<file path="src/verilog/irq_map_pkg.sv">
// irq_map_pkg: irq numbers, vector addresses and wake qualifiers.
// assumes a 24-bit linear code address space with vectors at 0x008000 up.
package irq_map_pkg;
  localparam int IRQ_COUNT = 18;
  localparam int IRQ_W = 5;
  localparam int VEC_W = 24;
  localparam logic [VEC_W-1:0] VEC_RESET = 24'h00_8000;
  localparam logic [VEC_W-1:0] VEC_TRAP = 24'h00_8004;
  localparam logic [VEC_W-1:0] VEC_IRQ_BASE = 24'h00_8008;
  localparam logic [VEC_W-1:0] VEC_STEP = 24'h00_0004;
  localparam logic [IRQ_W-1:0] IRQ_FLASH = 5'h01;
  localparam logic [IRQ_W-1:0] IRQ_XFER_01 = 5'h02;
  localparam logic [IRQ_W-1:0] IRQ_XFER_23 = 5'h03;
  localparam logic [IRQ_W-1:0] IRQ_RTC = 5'h04;
  localparam logic [IRQ_W-1:0] IRQ_PORT_EF = 5'h05;
  localparam logic [IRQ_W-1:0] IRQ_PORT_BG = 5'h06;
  localparam logic [IRQ_W-1:0] IRQ_PORT_DH = 5'h07;
  localparam logic [IRQ_W-1:0] IRQ_PIN0 = 5'h08;
  localparam logic [IRQ_W-1:0] IRQ_DISPLAY = 5'h10;
  localparam logic [IRQ_W-1:0] IRQ_CLK_TMR = 5'h11;
  // wake qualifier bits per irq: halt, active-halt, int-wait, event-wait
  localparam logic [IRQ_COUNT-1:0] WAKE_HALT = 18'h0_FFF0;
  localparam logic [IRQ_COUNT-1:0] WAKE_AHALT = 18'h0_FFF0;
  localparam logic [IRQ_COUNT-1:0] WAKE_IWAIT = 18'h3_FFFE;
  localparam logic [IRQ_COUNT-1:0] WAKE_EWAIT = 18'h3_FFFE;
  typedef enum logic [2:0] {
    MODE_RUN, MODE_HALT, MODE_AHALT, MODE_IWAIT, MODE_EWAIT
  } power_mode_e;
endpackage

</file>
<file path="src/verilog/irq_vector_map.sv">
// irq_vector_map: folds peripheral requests onto irq lines, picks the
// lowest pending irq and its vector, and raises wake from low power.
// assumes requests are levels held until serviced, synchronous to clk_sys.
// assumes the core holds mode steady for as long as it sleeps.
`timescale 1ns/100ps
module irq_vector_map (
  input wire logic clk_sys,
  input wire logic rst,
  input wire irq_map_pkg::power_mode_e mode,
  input wire logic trap_req,
  input wire logic flash_req,
  input wire logic [1:0] xfer01_half_req,
  input wire logic [1:0] xfer01_done_req,
  input wire logic [1:0] xfer23_half_req,
  input wire logic [1:0] xfer23_done_req,
  input wire logic rtc_alarm_req,
  input wire logic rtc_wakeup_req,
  input wire logic [2:0] rtc_tamper_req,
  input wire logic [1:0] port_ef_req,
  input wire logic supply_level_detector_req,
  input wire logic [1:0] port_bg_req,
  input wire logic [1:0] port_dh_req,
  input wire logic [7:0] pin_event_interrupt_req,
  input wire logic display_req,
  input wire logic clk_switch_req,
  input wire logic clock_failure_monitor_req,
  input wire logic advanced_timer_break_req,
  input wire logic converter_req,
  output logic [irq_map_pkg::IRQ_COUNT-1:0] irq_pending_reg,
  output logic irq_valid_reg,
  output logic [irq_map_pkg::IRQ_W-1:0] irq_num_reg,
  output logic [irq_map_pkg::VEC_W-1:0] vector_reg,
  output logic wake_reg
);
  import irq_map_pkg::*;

  // folded irq lines, bit n is irq n; bit 0 stays low, it is reserved
  logic [IRQ_COUNT-1:0] irq_lines;
  // per-pin lines before they land on irq 8 to 15
  logic [7:0] pin_lines;
  // qualifier column picked by the present mode
  logic [IRQ_COUNT-1:0] allow;
  // pending lines that may end the present low-power mode
  logic [IRQ_COUNT-1:0] wake_lines;
  // high through the first edge after reset is released, so the core
  // sees the reset vector before any irq vector
  logic reset_fetch_reg;
  // lowest pending irq number, 0 when nothing is pending
  logic [IRQ_W-1:0] lowest_num;
  // some irq 1 to 17 is pending
  logic any_pending;
  // next values of the output flops
  logic irq_valid_next;
  logic [IRQ_W-1:0] irq_num_next;
  logic [VEC_W-1:0] vector_next;
  logic wake_next;

  // irq number to vector address, used by the irq vector path only
  function automatic logic [VEC_W-1:0] vec_of(input logic [IRQ_W-1:0] n);
    vec_of = VEC_IRQ_BASE + VEC_STEP * {{(VEC_W-IRQ_W){1'b0}}, n};
  endfunction

  // lowest set bit above reserved irq 0; a downward scan keeps the
  // last hit, so the smallest number wins without a priority tree
  function automatic logic [IRQ_W-1:0] lowest_of(
    input logic [IRQ_COUNT-1:0] lines
  );
    lowest_of = '0;
    for (int i = IRQ_COUNT - 1; i > 0; i--) begin
      if (lines[i]) begin
        lowest_of = IRQ_W'(i);
      end
    end
  endfunction

  // true in every mode that stops the core and so needs a wake
  function automatic logic is_low_power(input power_mode_e m);
    is_low_power = (m != MODE_RUN);
  endfunction

  // fold shared sources onto their irq lines; irq 0 is reserved
  always_comb begin
    irq_lines = '0;
    // flash and transfer lines wake only from the wait modes
    irq_lines[IRQ_FLASH] = flash_req;
    irq_lines[IRQ_XFER_01] = |{xfer01_half_req, xfer01_done_req};
    irq_lines[IRQ_XFER_23] = |{xfer23_half_req, xfer23_done_req};
    irq_lines[IRQ_RTC] = rtc_alarm_req | rtc_wakeup_req
      | (|rtc_tamper_req);
    irq_lines[IRQ_PORT_EF] = (|port_ef_req)
      | supply_level_detector_req;
    // port groups share a line; the handler reads the port to tell
    irq_lines[IRQ_PORT_BG] = |port_bg_req;
    irq_lines[IRQ_PORT_DH] = |port_dh_req;
    irq_lines[IRQ_PIN0 +: 8] = pin_lines;
    // the display line is wait-only; its qualifier bit sees to that
    irq_lines[IRQ_DISPLAY] = display_req;
    // clock, timer break and converter events all land on irq 17
    irq_lines[IRQ_CLK_TMR] = clk_switch_req | clock_failure_monitor_req
      | advanced_timer_break_req | converter_req;
  end

  // one dedicated line per pin, never shared with a port group;
  // the lines are gathered here and placed by one part-select
  genvar g;
  generate
    for (g = 0; g < 8; g++) begin : g_pin
      assign pin_lines[g] = pin_event_interrupt_req[g];
    end
  endgenerate

  wake_qualifier u_wake (
    .mode(mode),
    .allow(allow)
  );

  // sources whose qualifier is off for this mode are masked here
  assign wake_lines = irq_lines & allow;

  // priority search over every pending irq, display and irq 17 included
  assign lowest_num = lowest_of(irq_lines);
  assign any_pending = |irq_lines;

  // next vector: reset fetch first, then the trap, then lowest irq;
  // with nothing pending the vector rests on irq 0 and valid stays low
  // a trap that meets the reset fetch shows on the next edge if held
  always_comb begin
    irq_valid_next = any_pending;
    irq_num_next = lowest_num;
    vector_next = vec_of(lowest_num);
    if (reset_fetch_reg) begin
      irq_valid_next = 1'b0;
      irq_num_next = '0;
      vector_next = VEC_RESET;
    end else if (trap_req) begin
      irq_valid_next = 1'b0;
      irq_num_next = '0;
      vector_next = VEC_TRAP;
    end
  end

  // run mode never asks for a wake, whatever is pending
  always_comb begin
    wake_next = 1'b0;
    if (is_low_power(mode)) begin
      wake_next = |wake_lines;
    end
  end

  // pending image registered so outputs come from flops;
  // it lags the request lines by one edge, as every output does
  always_ff @(posedge clk_sys or posedge rst) begin
    if (rst) begin
      irq_pending_reg <= '0;
    end else begin
      irq_pending_reg <= irq_lines;
    end
  end

  // first cycle after reset presents the reset vector, even when a
  // source is already high as reset is released
  always_ff @(posedge clk_sys or posedge rst) begin
    if (rst) begin
      reset_fetch_reg <= 1'b1;
    end else begin
      reset_fetch_reg <= 1'b0;
    end
  end

  // valid marks an irq vector, never the reset or the trap vector;
  // low under reset so no irq is taken before the reset fetch
  always_ff @(posedge clk_sys or posedge rst) begin
    if (rst) begin
      irq_valid_reg <= 1'b0;
    end else begin
      irq_valid_reg <= irq_valid_next;
    end
  end

  // irq number of the vector presented, 0 for reset and trap;
  // reserved irq 0 doubles as the none marker
  always_ff @(posedge clk_sys or posedge rst) begin
    if (rst) begin
      irq_num_reg <= '0;
    end else begin
      irq_num_reg <= irq_num_next;
    end
  end

  // vector held in a flop so the core fetches from a stable address;
  // it changes only on an edge, never in mid-cycle
  always_ff @(posedge clk_sys or posedge rst) begin
    if (rst) begin
      vector_reg <= VEC_RESET;
    end else begin
      vector_reg <= vector_next;
    end
  end

  // wake only where the mode's qualifier allows; reset ends any mode,
  // so wake stands high while reset is held
  always_ff @(posedge clk_sys or posedge rst) begin
    if (rst) begin
      wake_reg <= 1'b1;
    end else begin
      wake_reg <= wake_next;
    end
  end
endmodule

</file>
<file path="src/verilog/wake_qualifier.sv">
// wake_qualifier: picks the qualifier set for the current low-power mode.
// assumes mode is stable for the cycle it is sampled in.
`timescale 1ns/100ps
module wake_qualifier (
  input wire irq_map_pkg::power_mode_e mode,
  output logic [irq_map_pkg::IRQ_COUNT-1:0] allow
);
  import irq_map_pkg::*;
  // four separate qualifier columns; run mode never needs a wake
  always_comb begin
    case (mode)
      MODE_HALT: allow = WAKE_HALT;
      MODE_AHALT: allow = WAKE_AHALT;
      MODE_IWAIT: allow = WAKE_IWAIT;
      MODE_EWAIT: allow = WAKE_EWAIT;
      default: allow = '0;
    endcase
  end
endmodule

</file>
<file path="config.mk">
export PLATFORM = sky130hd
export DESIGN_NAME = irq_vector_map
export DESIGN_NICKNAME = d
export VERILOG_FILES = /design/src/verilog/irq_map_pkg.sv /design/src/verilog/irq_vector_map.sv /design/src/verilog/wake_qualifier.sv
export SDC_FILE = /design/constraint.sdc
export NUM_CORES = 1
export LEC_CHECK = 0
export BUFFER_PORTS_ARGS = -buffer_cell sky130_fd_sc_hd__buf_2
export CELL_PAD_IN_SITES_DETAIL_PLACEMENT = 1
export CELL_PAD_IN_SITES_GLOBAL_PLACEMENT = 2
export CORE_MARGIN = 8
export CORE_UTILIZATION = 23
export DETAILED_ROUTE_END_ITERATION = 7
export PLACE_DENSITY_LB_ADDON = 0.08
export SKIP_CTS_REPAIR_TIMING = 1
export SLEW_MARGIN = 20
export SYNTH_ARGS = -nofsm -noshare
export SYNTH_HDL_FRONTEND = slang
export SYNTH_SLANG_ARGS = --single-unit
</file>
<file path="constraint.sdc">
create_clock -name clk_sys -period 1.4 [get_ports clk_sys]
set_clock_uncertainty 0.15 [all_clocks]
set_input_delay 0.07 -clock clk_sys [delete_from_list [all_inputs] [get_ports clk_sys]]
set_output_delay 0.07 -clock clk_sys [all_outputs]
set_load 0.01 [all_outputs]
</file>
# == Word level (Yosys, flattened, before mapping) ==
# Index checks and enable logic that the tools add are counted.
# totals
wordCells,54
output_inout_bits,49
inputBits,40
register_bits,49
# classes
n_bitwise,7
n_reduce_logical,11
mux,25
eq_ne,4
add_sub_neg,1
# op_table
op,count
5-bit two-way mux,19
18-bit case mux with 2 select lines,1
17-bit two-way mux,2
25-bit OR reduction,1
18-bit bitwise AND,1
18-bit OR reduction,1
16-bit by 7-bit adder with 17-bit output (first input constant),1
2-bit OR reduction,5
4-bit OR reduction,2
3-bit by 2-bit == test with 1-bit output (second input constant),2
1-bit OR,6
3-bit by 1-bit == test with 1-bit output (second input constant),1
3-bit == test (second input constant),1
1-bit two-way mux,3
3-bit nonzero test,1
3-bit OR reduction,1

# == Logic depth before layout (Yosys ltp) ==
# Gate-level depths: netlist of run 1.
# logic_depth
ltp_word,23
ltp_mapped,8
ltp_nobuf,8

# == Hierarchy ==
# Synthesis of run 1 repeated with hierarchy kept, for this count alone.
# hier_totals
hier_cells,152
area_unflattened_um2,1574.0
# by_module_without_submodules
module,cells_each,area_per_inst_um2,n_inst
irq_vector_map,131,1422.6,1
wake_qualifier,21,151.4,1

# == Least setup slack after synthesis of run 1 ==
# Ideal clock, no wire load.
# synth_path
path_kind,input-to-reg
start,input port port_bg_req[0]
end,register vector_reg[5] in the netlist's numbering
stages,6
arrival_ps,1906
t_required_ps,1173
n_path_buf,0
setup_slack_ps,-734
path_cell_list,or4_1 > a2111o_1 > and2_2 > ha_1 > or3_1 > a21oi_1
# synth_via
elab_chain_len,10
# synth_lines
element,line_no,rtl
start: declaration,irq_vector_map.sv:21,"input wire logic [1:0] port_bg_req,"
2-bit OR reduction,irq_vector_map.sv:93,irq_lines[IRQ_PORT_BG] = |port_bg_req;
5-bit two-way mux (6 in series),irq_vector_map.sv:70,if (lines[i]) begin
16-bit by 7-bit adder with 17-bit output,irq_vector_map.sv:60,"vec_of = VEC_IRQ_BASE + VEC_STEP * {{(VEC_W-IRQ_W){1'b0}}, n};"
17-bit two-way mux,irq_vector_map.sv:135,end else if (trap_req) begin
17-bit two-way mux,irq_vector_map.sv:131,if (reset_fetch_reg) begin
net vector_next[5],irq_vector_map.sv:55,logic [VEC_W-1:0] vector_next;
end signal: assignment,irq_vector_map.sv:196,vector_reg <= vector_next;
end: declaration,irq_vector_map.sv:32,"output logic [irq_map_pkg::VEC_W-1:0] vector_reg,"
# The timed path passes the listed nets, and every way through them passes these cells.

# == Worst setup path in the final report of run 1 ==
# layout_path
start,input port pin_event_interrupt_req[6]
end,register vector_reg[5] in the netlist's numbering
# layout_via
elab_chain_len,17
# layout_lines
element,line_no,rtl
start: declaration,irq_vector_map.sv:23,"input wire logic [7:0] pin_event_interrupt_req,"
5-bit two-way mux (14 in series),irq_vector_map.sv:70,
16-bit by 7-bit adder with 17-bit output,irq_vector_map.sv:60,
17-bit two-way mux,irq_vector_map.sv:135,
17-bit two-way mux,irq_vector_map.sv:131,
net vector_next[5],irq_vector_map.sv:55,
# The timed path passes the listed nets, and every way through them passes these cells.

==> results of run 1 <==
## logic make-up after synthesis
family | after synthesis | synth area share
and+or+nand+nor | 46 | 0.204
DFF | 31 | 0.565
buffers and inverters | 24 | 0.123
AOI/OAI and AO/OA | 19 | 0.0936
other | 2 | 0.00545
adders and majority gates | 1 | 0.00908
## worst min path at each step
stage,end,cells past startpoint,start,slack (ns)
2_1_floorplan,irq_pending_reg[10],0,pin_event_interrupt_req[2],-0.05
3_3_place_gp,vector_reg[7],3,rst,0.02
3_5_place_dp,vector_reg[7],3,rst,0.04
4_1_cts,vector_reg[7],3,rst,-0.27
5_1_grt,irq_pending_reg[3],3,xfer23_done_req[1],0.02
6_report,irq_pending_reg[3],3,xfer23_done_req[1],0.02
## critical path, delay by kind of cell
kind / cells / cell delay (ns)
AOI/OAI and AO/OA: 2 / 0.52
and+or+nand+nor: 3 / 1.03
buffers and inverters: 1 / 0.11
adders and majority gates: 1 / 0.15
## power breakdown
part	leakage (µW)	switching, µW	internal [µW]	total, µW
Combinational	0.000749	166	171	336
Clock	0.0000612	341	575	916
Sequential	0.000364	8.57	933	942
Total	0.00117	515	1680	2190
## routing by layer
layer  vias up  track usage  wire length, µm
li1        633            -                -
met1       625        0.110             1830
met2        63        0.169             2440
met3         6       0.0457              426
met4         0       0.0483               81
met5         -            0                0
## through the flow
step / utilization / setup WS [ns]
4_1_cts: 0.360 / -0.447
6_report: 0.417 / -0.420
2_1_floorplan: - / -0.536
3_3_place_gp: 0.340 / -0.706
3_5_place_dp: 0.340 / -0.737
5_1_grt: 0.417 / -0.425
## cells in the mapped netlist, drive strengths merged
library cell | number | area (µm²)
a2111o | 2 | 22.5
a21oi | 8 | 40.0
a32oi | 1 | 8.76
and2 | 4 | 26.3
and3 | 2 | 13.8
buf | 20 | 154
conb | 2 | 7.51
dfrtp | 29 | 726
dfstp | 2 | 52.6
ha | 1 | 12.5
inv | 4 | 15.0
nand2 | 3 | 13.8
nand2b | 1 | 6.26
nand3 | 1 | 5.00
nand4 | 1 | 6.26
nand4b | 1 | 8.76
nor2 | 12 | 45.0
nor2b | 3 | 18.8
nor3 | 4 | 36.3
nor4 | 2 | 12.5
o21ai | 3 | 15.0
o21bai | 1 | 7.51
o221ai | 1 | 8.76
o31a | 2 | 18.8
o31ai | 1 | 7.51
or2 | 3 | 18.8
or3 | 2 | 12.5
or3b | 1 | 8.76
or4 | 6 | 48.8
## final cells by class
type | instances | share of cell area
Tap cell | 75 | 0.0385
Inverter | 4 | 0.00616
Clock buffer | 6 | 0.0339
Multi-Input combinational cell | 87 | 0.254
Sequential cell | 31 | 0.319
Timing Repair Buffer | 119 | 0.334
Clock inverter | 2 | 0.0144
==> impl_results.md, run 1 <==
- Area grow syn2layout: 77.0%
- Starting DRT DRC Count: 9
- Initial Util: 0.235
- Routed Antenna Nets: 0
- Count of pins over their slew limit: 0
- Die height: 93.4 µm
- CTS tree: done
- Post-Syn Area per Cell: 11.2 µm²
- Final WL: roughly 4800 µm
- Post-DP Area: 1990 µm²
- WL/cell: approximately 15 µm
- Final setup viols: 10
- Relative slew slack: 0.662
- Most common cell after layout, fill and taps aside: buf_2
- PD cells: 900 nW/µm²
- Root Buffer Master: clkbuf_8
- GRT Overall Usage: 0.102
- RSZ-0062 raised after global routing: yes
- Share of layout cells above drive strength 1: 0.554
- Die W: a little over 90 µm
- DR vias/cell: between 4 and 5
- R2R Setup Slk: 0.14 ns
- Final setup margin: -0.420 ns
- Pin count of the biggest net entering global routing: 32
- Max FFs per register: 17
- Tmin final: 1.82 ns
- Min-Delay Path Class: in2reg
- Gr ovfl total: 0
- Synth Register Bits: 31
- Half-perimeter wire length after placement: 3560 µm
- Num CTS Buffers: 5
- First-pass GRT wire length: 6940 µm
- Post-synthesis sequential area ratio: 0.565
- Area of the mapped netlist: 1380 µm²
- Initial antenna violation count: 0
- I/O Buffers: 69
- Nets@finish: roughly 290
- Worst setup path start: pin_event_interrupt_req[6]
- Reg2reg path depth: 2
- Die footprint: 8720 µm²
- CP max stage cell: or4_4
- GP Congestion: 0.732
- VDD IR max: 0.000349 V
- Sequential Area: 778 µm²
- Fillcell total: 671
- Failing checks: negative setup slack
- N_diodes: 0
- Cells after Synth: 123
- FF-to-FF End: irq_num_reg[2]
- IO Count: 89
- Via count: 1,327
- Hold Slack: 0.0164 ns
- Worst path cell trace: buf_2 > or4_4 > a2111o_1 > and2_4 > ha_4 > or3_4 > a21oi_2
- Type of the worst setup path: in2reg
- CP max FO: 2
- DR DRC count: 0
- Critical Path Sink: vector_reg[5]
- Period utilisation layout: 1.30
- # rows: 28
- Largest buffer count on any clock path: 2
- Critical Path End Type: flop
- Clock sink count: 31
- Worst R2R Start: reset_fetch_reg
- Final Hold Vio Count: 0
- Multi-input logic area: 621 µm²
- Critical Path AT: approximately 1.9 ns
- Static leakage: approximately 0.0012 µW
- Post-Layout Inst Area: 2440 µm²
- Placed Instances: 294
- Final setup TNS: -1.78 ns
- Clk slew on worst S/H paths: roughly 0.070 ns
- Max stage delay on crit path: 0.54 ns
- Core area: 5850 µm²
- Worst-skew pair later-pin latency: roughly 0.28 ns
- Tightest Pin Transition: 0.505 ns
- Total power: 2190 µW
- Detailed Routing Iterations Pass 1: 2
- Fin cells: between 300 and 400
- Fmax: 550 MHz
- YS warnings: 0
- Status: complete, but fails checks
- Leading cell types in the layout, fill and taps excluded: buf_2, dfrtp_1, buf_4, conb_1, dlygate4sd3_1
- Setup crit start kind: primary input
- Worst EP required: 1.46 ns
- Vias in the first global route: 1,470
- Synth unique cells: 37
- Max H-tree Level: 2
- Max-cap violations: 0
Power figures use the tool's default switching activity.
==> run 2, diff against run 1 <==
CORE_UTILIZATION = 24   (was 23)
SYNTH_HIERARCHICAL = 1   (was unset)
==> run 2 against run 1 <==
  * The flow finishes with violations (negative hold slack, negative setup slack)
  * Critical path type unchanged
  * Synthesized cell count increased by 22%
  * Global-route usage up 0.18 points
  * First-iteration DRC count rose to 3.2 times the previous value
  * Clock power fell by 17%
==> impl_results.md, run 2 <==
- Status: complete, but fails checks (unchanged)
- Failing checks: negative hold slack, negative setup slack (was negative setup slack)
- Die height: 96.7 µm (was 93.4 µm)
- Setup crit start kind: primary input (unchanged)
- Post-Layout Inst Area: 2450 µm² (was 2440 µm²)
- Type of the worst setup path: in2reg (unchanged)
- Sw frac: 0.255 (was 0.235)
- Worst R2R Start: reset_fetch_reg (unchanged)
- WL/cell: 15.1 µm (was 14.8 µm)
- Clock sink count: 31 (unchanged)
- Worst-skew pair later-pin latency: 0.28 ns (about the same)
- RSZ-0062 raised after global routing: yes (unchanged)
- Clk slew on worst S/H paths: 0.06 ns (was 0.07 ns)
- Initial antenna violation count: 0 (unchanged)
- Worst setup path start: rtc_alarm_req (was pin_event_interrupt_req[6])
- Post-DP Area: 2050 µm² (was 1990 µm²)
- PD cells: 853 nW/µm² (was 900 nW/µm²)
- Die footprint: 9350 µm² (was 8720 µm²)
- Count of pins over their slew limit: 0 (unchanged)
- Final setup margin: -0.152 ns (was -0.420 ns)
- Most common cell after layout, fill and taps aside: buf_2 (unchanged)
- Routed Antenna Nets: 0 (unchanged)
- Max stage delay on crit path: 0.57 ns (was 0.54 ns)
- Half-perimeter wire length after placement: 4110 µm (was 3560 µm)
- Worst hold start: converter_req (was xfer23_done_req[1])
- Min-Delay Path Class: in2reg (unchanged)
- Final WL: 4920 µm (was 4780 µm)
- Gr ovfl total: 0 (unchanged)
- Area grow syn2layout: 56.7% (was 77.0%)
- GRT Overall Usage: 0.104 (was 0.102)
- Die W: 96.7 µm (was 93.4 µm)
- Worst path cell trace: buf_6 > or4_4 > nor3_2 > o21ai_1 > a21oi_2 > ha_4 > and2_4 (was buf_2 > or4_4 > a2111o_1 > and2_4 > ha_4 > or3_4 > a21oi_2)
- Sequential Area: 778 µm² (unchanged)
- Vias in the first global route: 1,639 (was 1,470)
- CP delay by family, top: simple AND/OR/NAND/NOR gates (unchanged)
- Period utilisation layout: 1.11 (was 1.30)
- Metal3 WL: 275 µm (was 426 µm)
- First-pass GRT wire length: 7990 µm (was 6940 µm)
- Area of the mapped netlist: 1560 µm² (was 1380 µm²)
- IO Count: 89 (unchanged)
- Final Hold Vio Count: 1 (was 0)
- Clk pwr share: 0.363 (was 0.418)
- CTS tree: done (unchanged)
- Met2 routed WL: 2630 µm (was 2440 µm)
- Routed met1 length: 1910 µm (was 1830 µm)
- Max FFs per register: 17 (unchanged)
- Max H-tree Level: 2 (unchanged)
- DR DRC count: 0 (unchanged)
- Cells after Synth: 150 (was 123)
- N_diodes: 0 (unchanged)
- Initial Util: 0.248 (was 0.235)
- Top Metal Used: met4 (unchanged)
- Tmin final: 1.55 ns (was 1.82 ns)
- Switching pwr: 532 µW (was 515 µW)
- Largest buffer count on any clock path: 2 (unchanged)
- Root Buffer Master: clkbuf_8 (unchanged)
- GP Congestion: 0.777 (was 0.732)
- # rows: 29 (was 28)
- Static leakage: 0.00115 µW (was 0.00117 µW)
- CP bufs+invs: 1 (unchanged)
- Hold Slack: -0.00476 ns (was 0.0164 ns)
- Leading cell types in the layout, fill and taps excluded: buf_2, dfrtp_1, buf_4, conb_1, dlygate4sd3_1 (unchanged)
- Num CTS Buffers: 5 (unchanged)
- Detailed Routing Iterations Pass 1: 4 (was 2)
- Share of layout cells above drive strength 1: 0.562 (was 0.554)
- Starting DRT DRC Count: 29 (was 9)
- Core area: 6310 µm² (was 5850 µm²)
- CP max stage cell: or4_4 (unchanged)
- Fmax: 644 MHz (was 550 MHz)
- Max-cap violations: 0 (unchanged)
- Logic pwr share: 0.186 (was 0.153)
- Critical Path AT: 1.58 ns (was 1.88 ns)
- Via count: 1,397 (was 1,327)
- Fillcell total: 748 (was 671)
- YS warnings: 6 (was 0)
- Critical Path End Type: flop (unchanged)
- Pin count of the biggest net entering global routing: 32 (unchanged)
- Worst EP required: 1.42 ns (was 1.46 ns)
- CP max FO: 3 (was 2)
- Internal power: 1560 µW (was 1680 µW)
- VDD IR max: 0.000356 V (was 0.000349 V)
- Post-Syn Area per Cell: 10.4 µm² (was 11.2 µm²)
- DR vias/cell: 4.29 (was 4.10)
- I/O Buffers: 69 (unchanged)
- Multi-input logic area: 756 µm² (was 621 µm²)
- Sequential Power Share: 0.451 (was 0.429)
- Nets@finish: 289 (unchanged)
- Total power: 2090 µW (was 2190 µW)
- Final setup viols: 8 (was 10)
run 2: path summary, 6_finish.rpt:
kind	slack (ns)	depth (start not counted)	to
max reg2reg	0.14	2	irq_num_reg[4]
min reg2reg	0.48	2	vector_reg[2]
min in group asynchronous	0.27	4	vector_reg[7]
max in group asynchronous	0.51	4	wake_reg
min	-0.005	3	irq_pending_reg[17]
max	-0.15	7	vector_reg[4]
run 2: cell type report:
type                       instances  area share
tap                               77      0.0393
sequential                        31       0.318
clock buffer                       8      0.0409
multi-input combinational         95       0.309
inverter                           5     0.00766
timing repair buffer             110       0.286
run 2: tightest hold or removal path, stage by stage:
cell	delay, ns
buf_2	0.08
or4_4	0.11
buf_4	0.12
run 2: metal layers:
metal / GRT usage / vias up
li1: - / 659
met1: 0.107 / 675
met2: 0.191 / 56
met3: 0.0334 / 7
met4: 0.0414 / 0
met5: 0 / -
run 2: per-stage QoR:
stage / utilization / setup slack [ns] / hold WS (ns) / setup TNS, ns / std cells
floorplan: - / -0.398 / -0.0486 / -1.50 / 169
global placement: 0.325 / -0.484 / 0.0103 / -4.23 / 305
detailed placement: 0.325 / -0.636 / 0.0271 / -5.11 / 305
CTS: 0.341 / -0.315 / -0.272 / -1.58 / 313
global route: 0.388 / -0.242 / -0.00393 / -1.19 / 326
finish: 0.388 / -0.152 / -0.00476 / -0.628 / 326
run 2: power groups by stage:
stage / Combinational [µW] / Clock (µW) / Sequential, µW
6_report: 388 / 759 / 943
5_1_grt: 427 / 829 / 945
4_1_cts: 328 / 790 / 943
3_5_place_dp: 328 / 0 / 959
3_3_place_gp: 320 / 0 / 956
2_1_floorplan: 215 / 0 / 976
==> run 3, diff against run 2 <==
ABC_AREA = 1   (was unset)
==> run 3 against run 2 <==
  * The flow finishes with violations (negative hold slack)
  * Combinational power grew 6.7%
  * Via count grew 7.2%
  * Die area grew 5.8%
  * Core utilization shrank 1.2 points
  * Maximum frequency grew 20%
  * Largest power group unchanged
  * Worst setup slack gained 0.26 ns
  * Sequential cell count is the same
  * Clock power shrank 13%
  * Non-clock buffer count grew 7
  * Count of clock-buffer cells in the layout shrank 1
==> impl_results.md, run 3 <==
- Worst EP required: 1.42 ns (about the same)
- DR DRC count: 0 (unchanged)
- Vias in the first global route: 1,624 (was 1,639)
- RSZ-0062 raised after global routing: yes (unchanged)
- Setup crit start kind: primary input (unchanged)
- Post-DP Area: 2200 µm² (was 2050 µm²)
- Final Hold Vio Count: 1 (unchanged)
- Core area: 6760 µm² (was 6310 µm²)
- Type of the worst setup path: in2reg (unchanged)
- GRT Overall Usage: 0.0952 (was 0.104)
- CTS tree: done (unchanged)
- Clock sink count: 31 (unchanged)
- Final WL: 4800 µm (was 4920 µm)
- N_diodes: 0 (unchanged)
- Hold Slack: -0.00409 ns (was -0.00476 ns)
- Worst path cell trace: buf_2 > nor2_2 > o311ai_1 > nand3_1 > nand2_1 > nand2_1 > a21oi_2 > ha_1 > nand2_1 > nor2_1 (was buf_6 > or4_4 > nor3_2 > o21ai_1 > a21oi_2 > ha_4 > and2_4)
- Reg2reg path depth: 3 (was 2)
- Half-perimeter wire length after placement: 3960 µm (was 4110 µm)
- Min-Delay Path Class: in2reg (unchanged)
- Static leakage: 0.00128 µW (was 0.00115 µW)
- Post-Layout Inst Area: 2540 µm² (was 2450 µm²)
- Initial antenna violation count: 0 (unchanged)
- Max-cap violations: 0 (unchanged)
- Worst setup path start: pin_event_interrupt_req[7] (was rtc_alarm_req)
- CP max FO: 4 (was 3)
- FF-to-FF End: irq_num_reg[4] (unchanged)
- Fillcell total: 833 (was 748)
- R2R Setup Slk: 0.17 ns (was 0.14 ns)
- Critical path's most frequent cell: nand2_1
- Initial Util: 0.247 (was 0.248)
- IO Count: 89 (unchanged)
- Fmax: 775 MHz (was 644 MHz)
- Cells after Synth: 187 (was 150)
- First-pass GRT wire length: 7480 µm (was 7990 µm)
- Gr ovfl total: 0 (unchanged)
- Hold path depth: 4 (was 3)
- Post-Syn Area per Cell: 8.94 µm² (was 10.4 µm²)
- WL/cell: 12.7 µm (was 15.1 µm)
- Leading cell types in the layout, fill and taps excluded: buf_2, buf_4, nand2_1, dfrtp_1, conb_1 (was buf_2, dfrtp_1, buf_4, conb_1, dlygate4sd3_1)
- Die footprint: 9890 µm² (was 9350 µm²)
- Count of pins over their slew limit: 0 (unchanged)
- Pin count of the biggest net entering global routing: 32 (unchanged)
- Via count: 1,497 (was 1,397)
- Sequential Area: 778 µm² (unchanged)
- CP max stage cell: o311ai_1 (was or4_4)
- Root Buffer Master: clkbuf_8 (unchanged)
- GP Congestion: 0.721 (was 0.777)
- Failing checks: negative hold slack (was negative hold slack, negative setup slack)
- Starting DRT DRC Count: 30 (was 29)
- I/O Buffers: 69 (unchanged)
- Share of layout cells above drive strength 1: 0.495 (was 0.562)
- YS warnings: 6 (unchanged)
- Die W: 99.5 µm (was 96.7 µm)
- Most common cell after layout, fill and taps aside: buf_2 (unchanged)
- Largest buffer count on any clock path: 2 (unchanged)
- VDD IR max: 0.000294 V (was 0.000356 V)
- Clk slew on worst S/H paths: 0.06 ns (about the same)
- Nets@finish: 337 (was 289)
- Post-Place Worst Slack: -0.233 ns (was -0.636 ns)
- Routed Antenna Nets: 0 (unchanged)
- Period utilisation layout: 0.922 (was 1.11)
- Detailed Routing Iterations Pass 1: 4 (unchanged)
- Area of the mapped netlist: 1670 µm² (was 1560 µm²)
- Tmin final: 1.29 ns (was 1.55 ns)
- Critical Path End Type: flop (unchanged)
- Final setup margin: 0.109 ns (was -0.152 ns)
- DR vias/cell: 3.97 (was 4.29)
- # rows: 30 (was 29)
- Die height: 99.5 µm (was 96.7 µm)
- CP delay by family, top: simple AND/OR/NAND/NOR gates (unchanged)
- Worst-skew pair later-pin latency: 0.27 ns (was 0.28 ns)
- Max H-tree Level: 2 (unchanged)
- Hold path endpoint: irq_pending_reg[2] (was irq_pending_reg[17])
- Multi-input logic area: 697 µm² (was 756 µm²)
- Num CTS Buffers: 5 (unchanged)
- PD cells: 793 nW/µm² (was 853 nW/µm²)
- Area grow syn2layout: 52.0% (was 56.7%)
- Worst hold start: xfer01_done_req[1] (was converter_req)
- Status: complete, but fails checks (unchanged)
- Critical Path AT: 1.31 ns (was 1.58 ns)
- Max stage delay on crit path: 0.25 ns (was 0.57 ns)
- Final setup viols: 0 (was 8)
- Max FFs per register: 17 (unchanged)
- CP bufs+invs: 1 (unchanged)
- Worst R2R Start: reset_fetch_reg (unchanged)
[run 3: power breakdown]
| group | total [µW] | internal, µW | switching, µW |
|---|---|---|---|
| clock | 663 | 348 | 315 |
| sequential | 939 | 931 | 8.17 |
| combinational | 414 | 191 | 222 |
| total | 2020 | 1470 | 546 |
[run 3: metrics by stage]
step           TNS (ns)   util  instances  power, µW  hold WS (ns)
3_5_place_dp      -1.40  0.326        351       1310        0.0309
4_1_cts               0  0.338        359       1990        -0.266
2_1_floorplan   -0.0233      -        206       1210       -0.0486
5_1_grt         -0.0551  0.376        377       2130      0.000480
6_report              0  0.376        377       2020      -0.00409
3_3_place_gp      -1.25  0.326        351       1310        0.0230
[run 3: area by class of cell]
cell class	instances	share of cell area
Inverter	29	0.0433
Sequential cell	31	0.306
Timing Repair Buffer	117	0.305
Clock buffer	7	0.0300
Multi-Input combinational cell	112	0.274
Clock inverter	1	0.00197
Tap cell	80	0.0394
[run 3: worst min-delay path: cells and delay by family]
family / cells / cell delay (ns)
buffers and inverters: 3 / 0.27
and+or+nand+nor: 1 / 0.04
[run 3: worst max path at each step]
| stage | to | slack (ns) | cells after the start |
|---|---|---|---|
| 2_1_floorplan | wake_reg | -0.01 | 11 |
| 4_1_cts | vector_reg[2] | 0.06 | 21 |
| 5_1_grt | vector_reg[2] | -0.06 | 21 |
| 6_report | vector_reg[4] | 0.11 | 10 |
| 3_3_place_gp | vector_reg[2] | -0.24 | 21 |
| 3_5_place_dp | vector_reg[2] | -0.23 | 21 |
[run 3: layer usage]
metal / wire length [µm] / GRT usage / vias up
met5: 0 / 0 / -
met4: 79 / 0.0419 / 0
met3: 337 / 0.0335 / 6
met2: 2200 / 0.155 / 61
met1: 2180 / 0.110 / 681
li1: - / - / 749
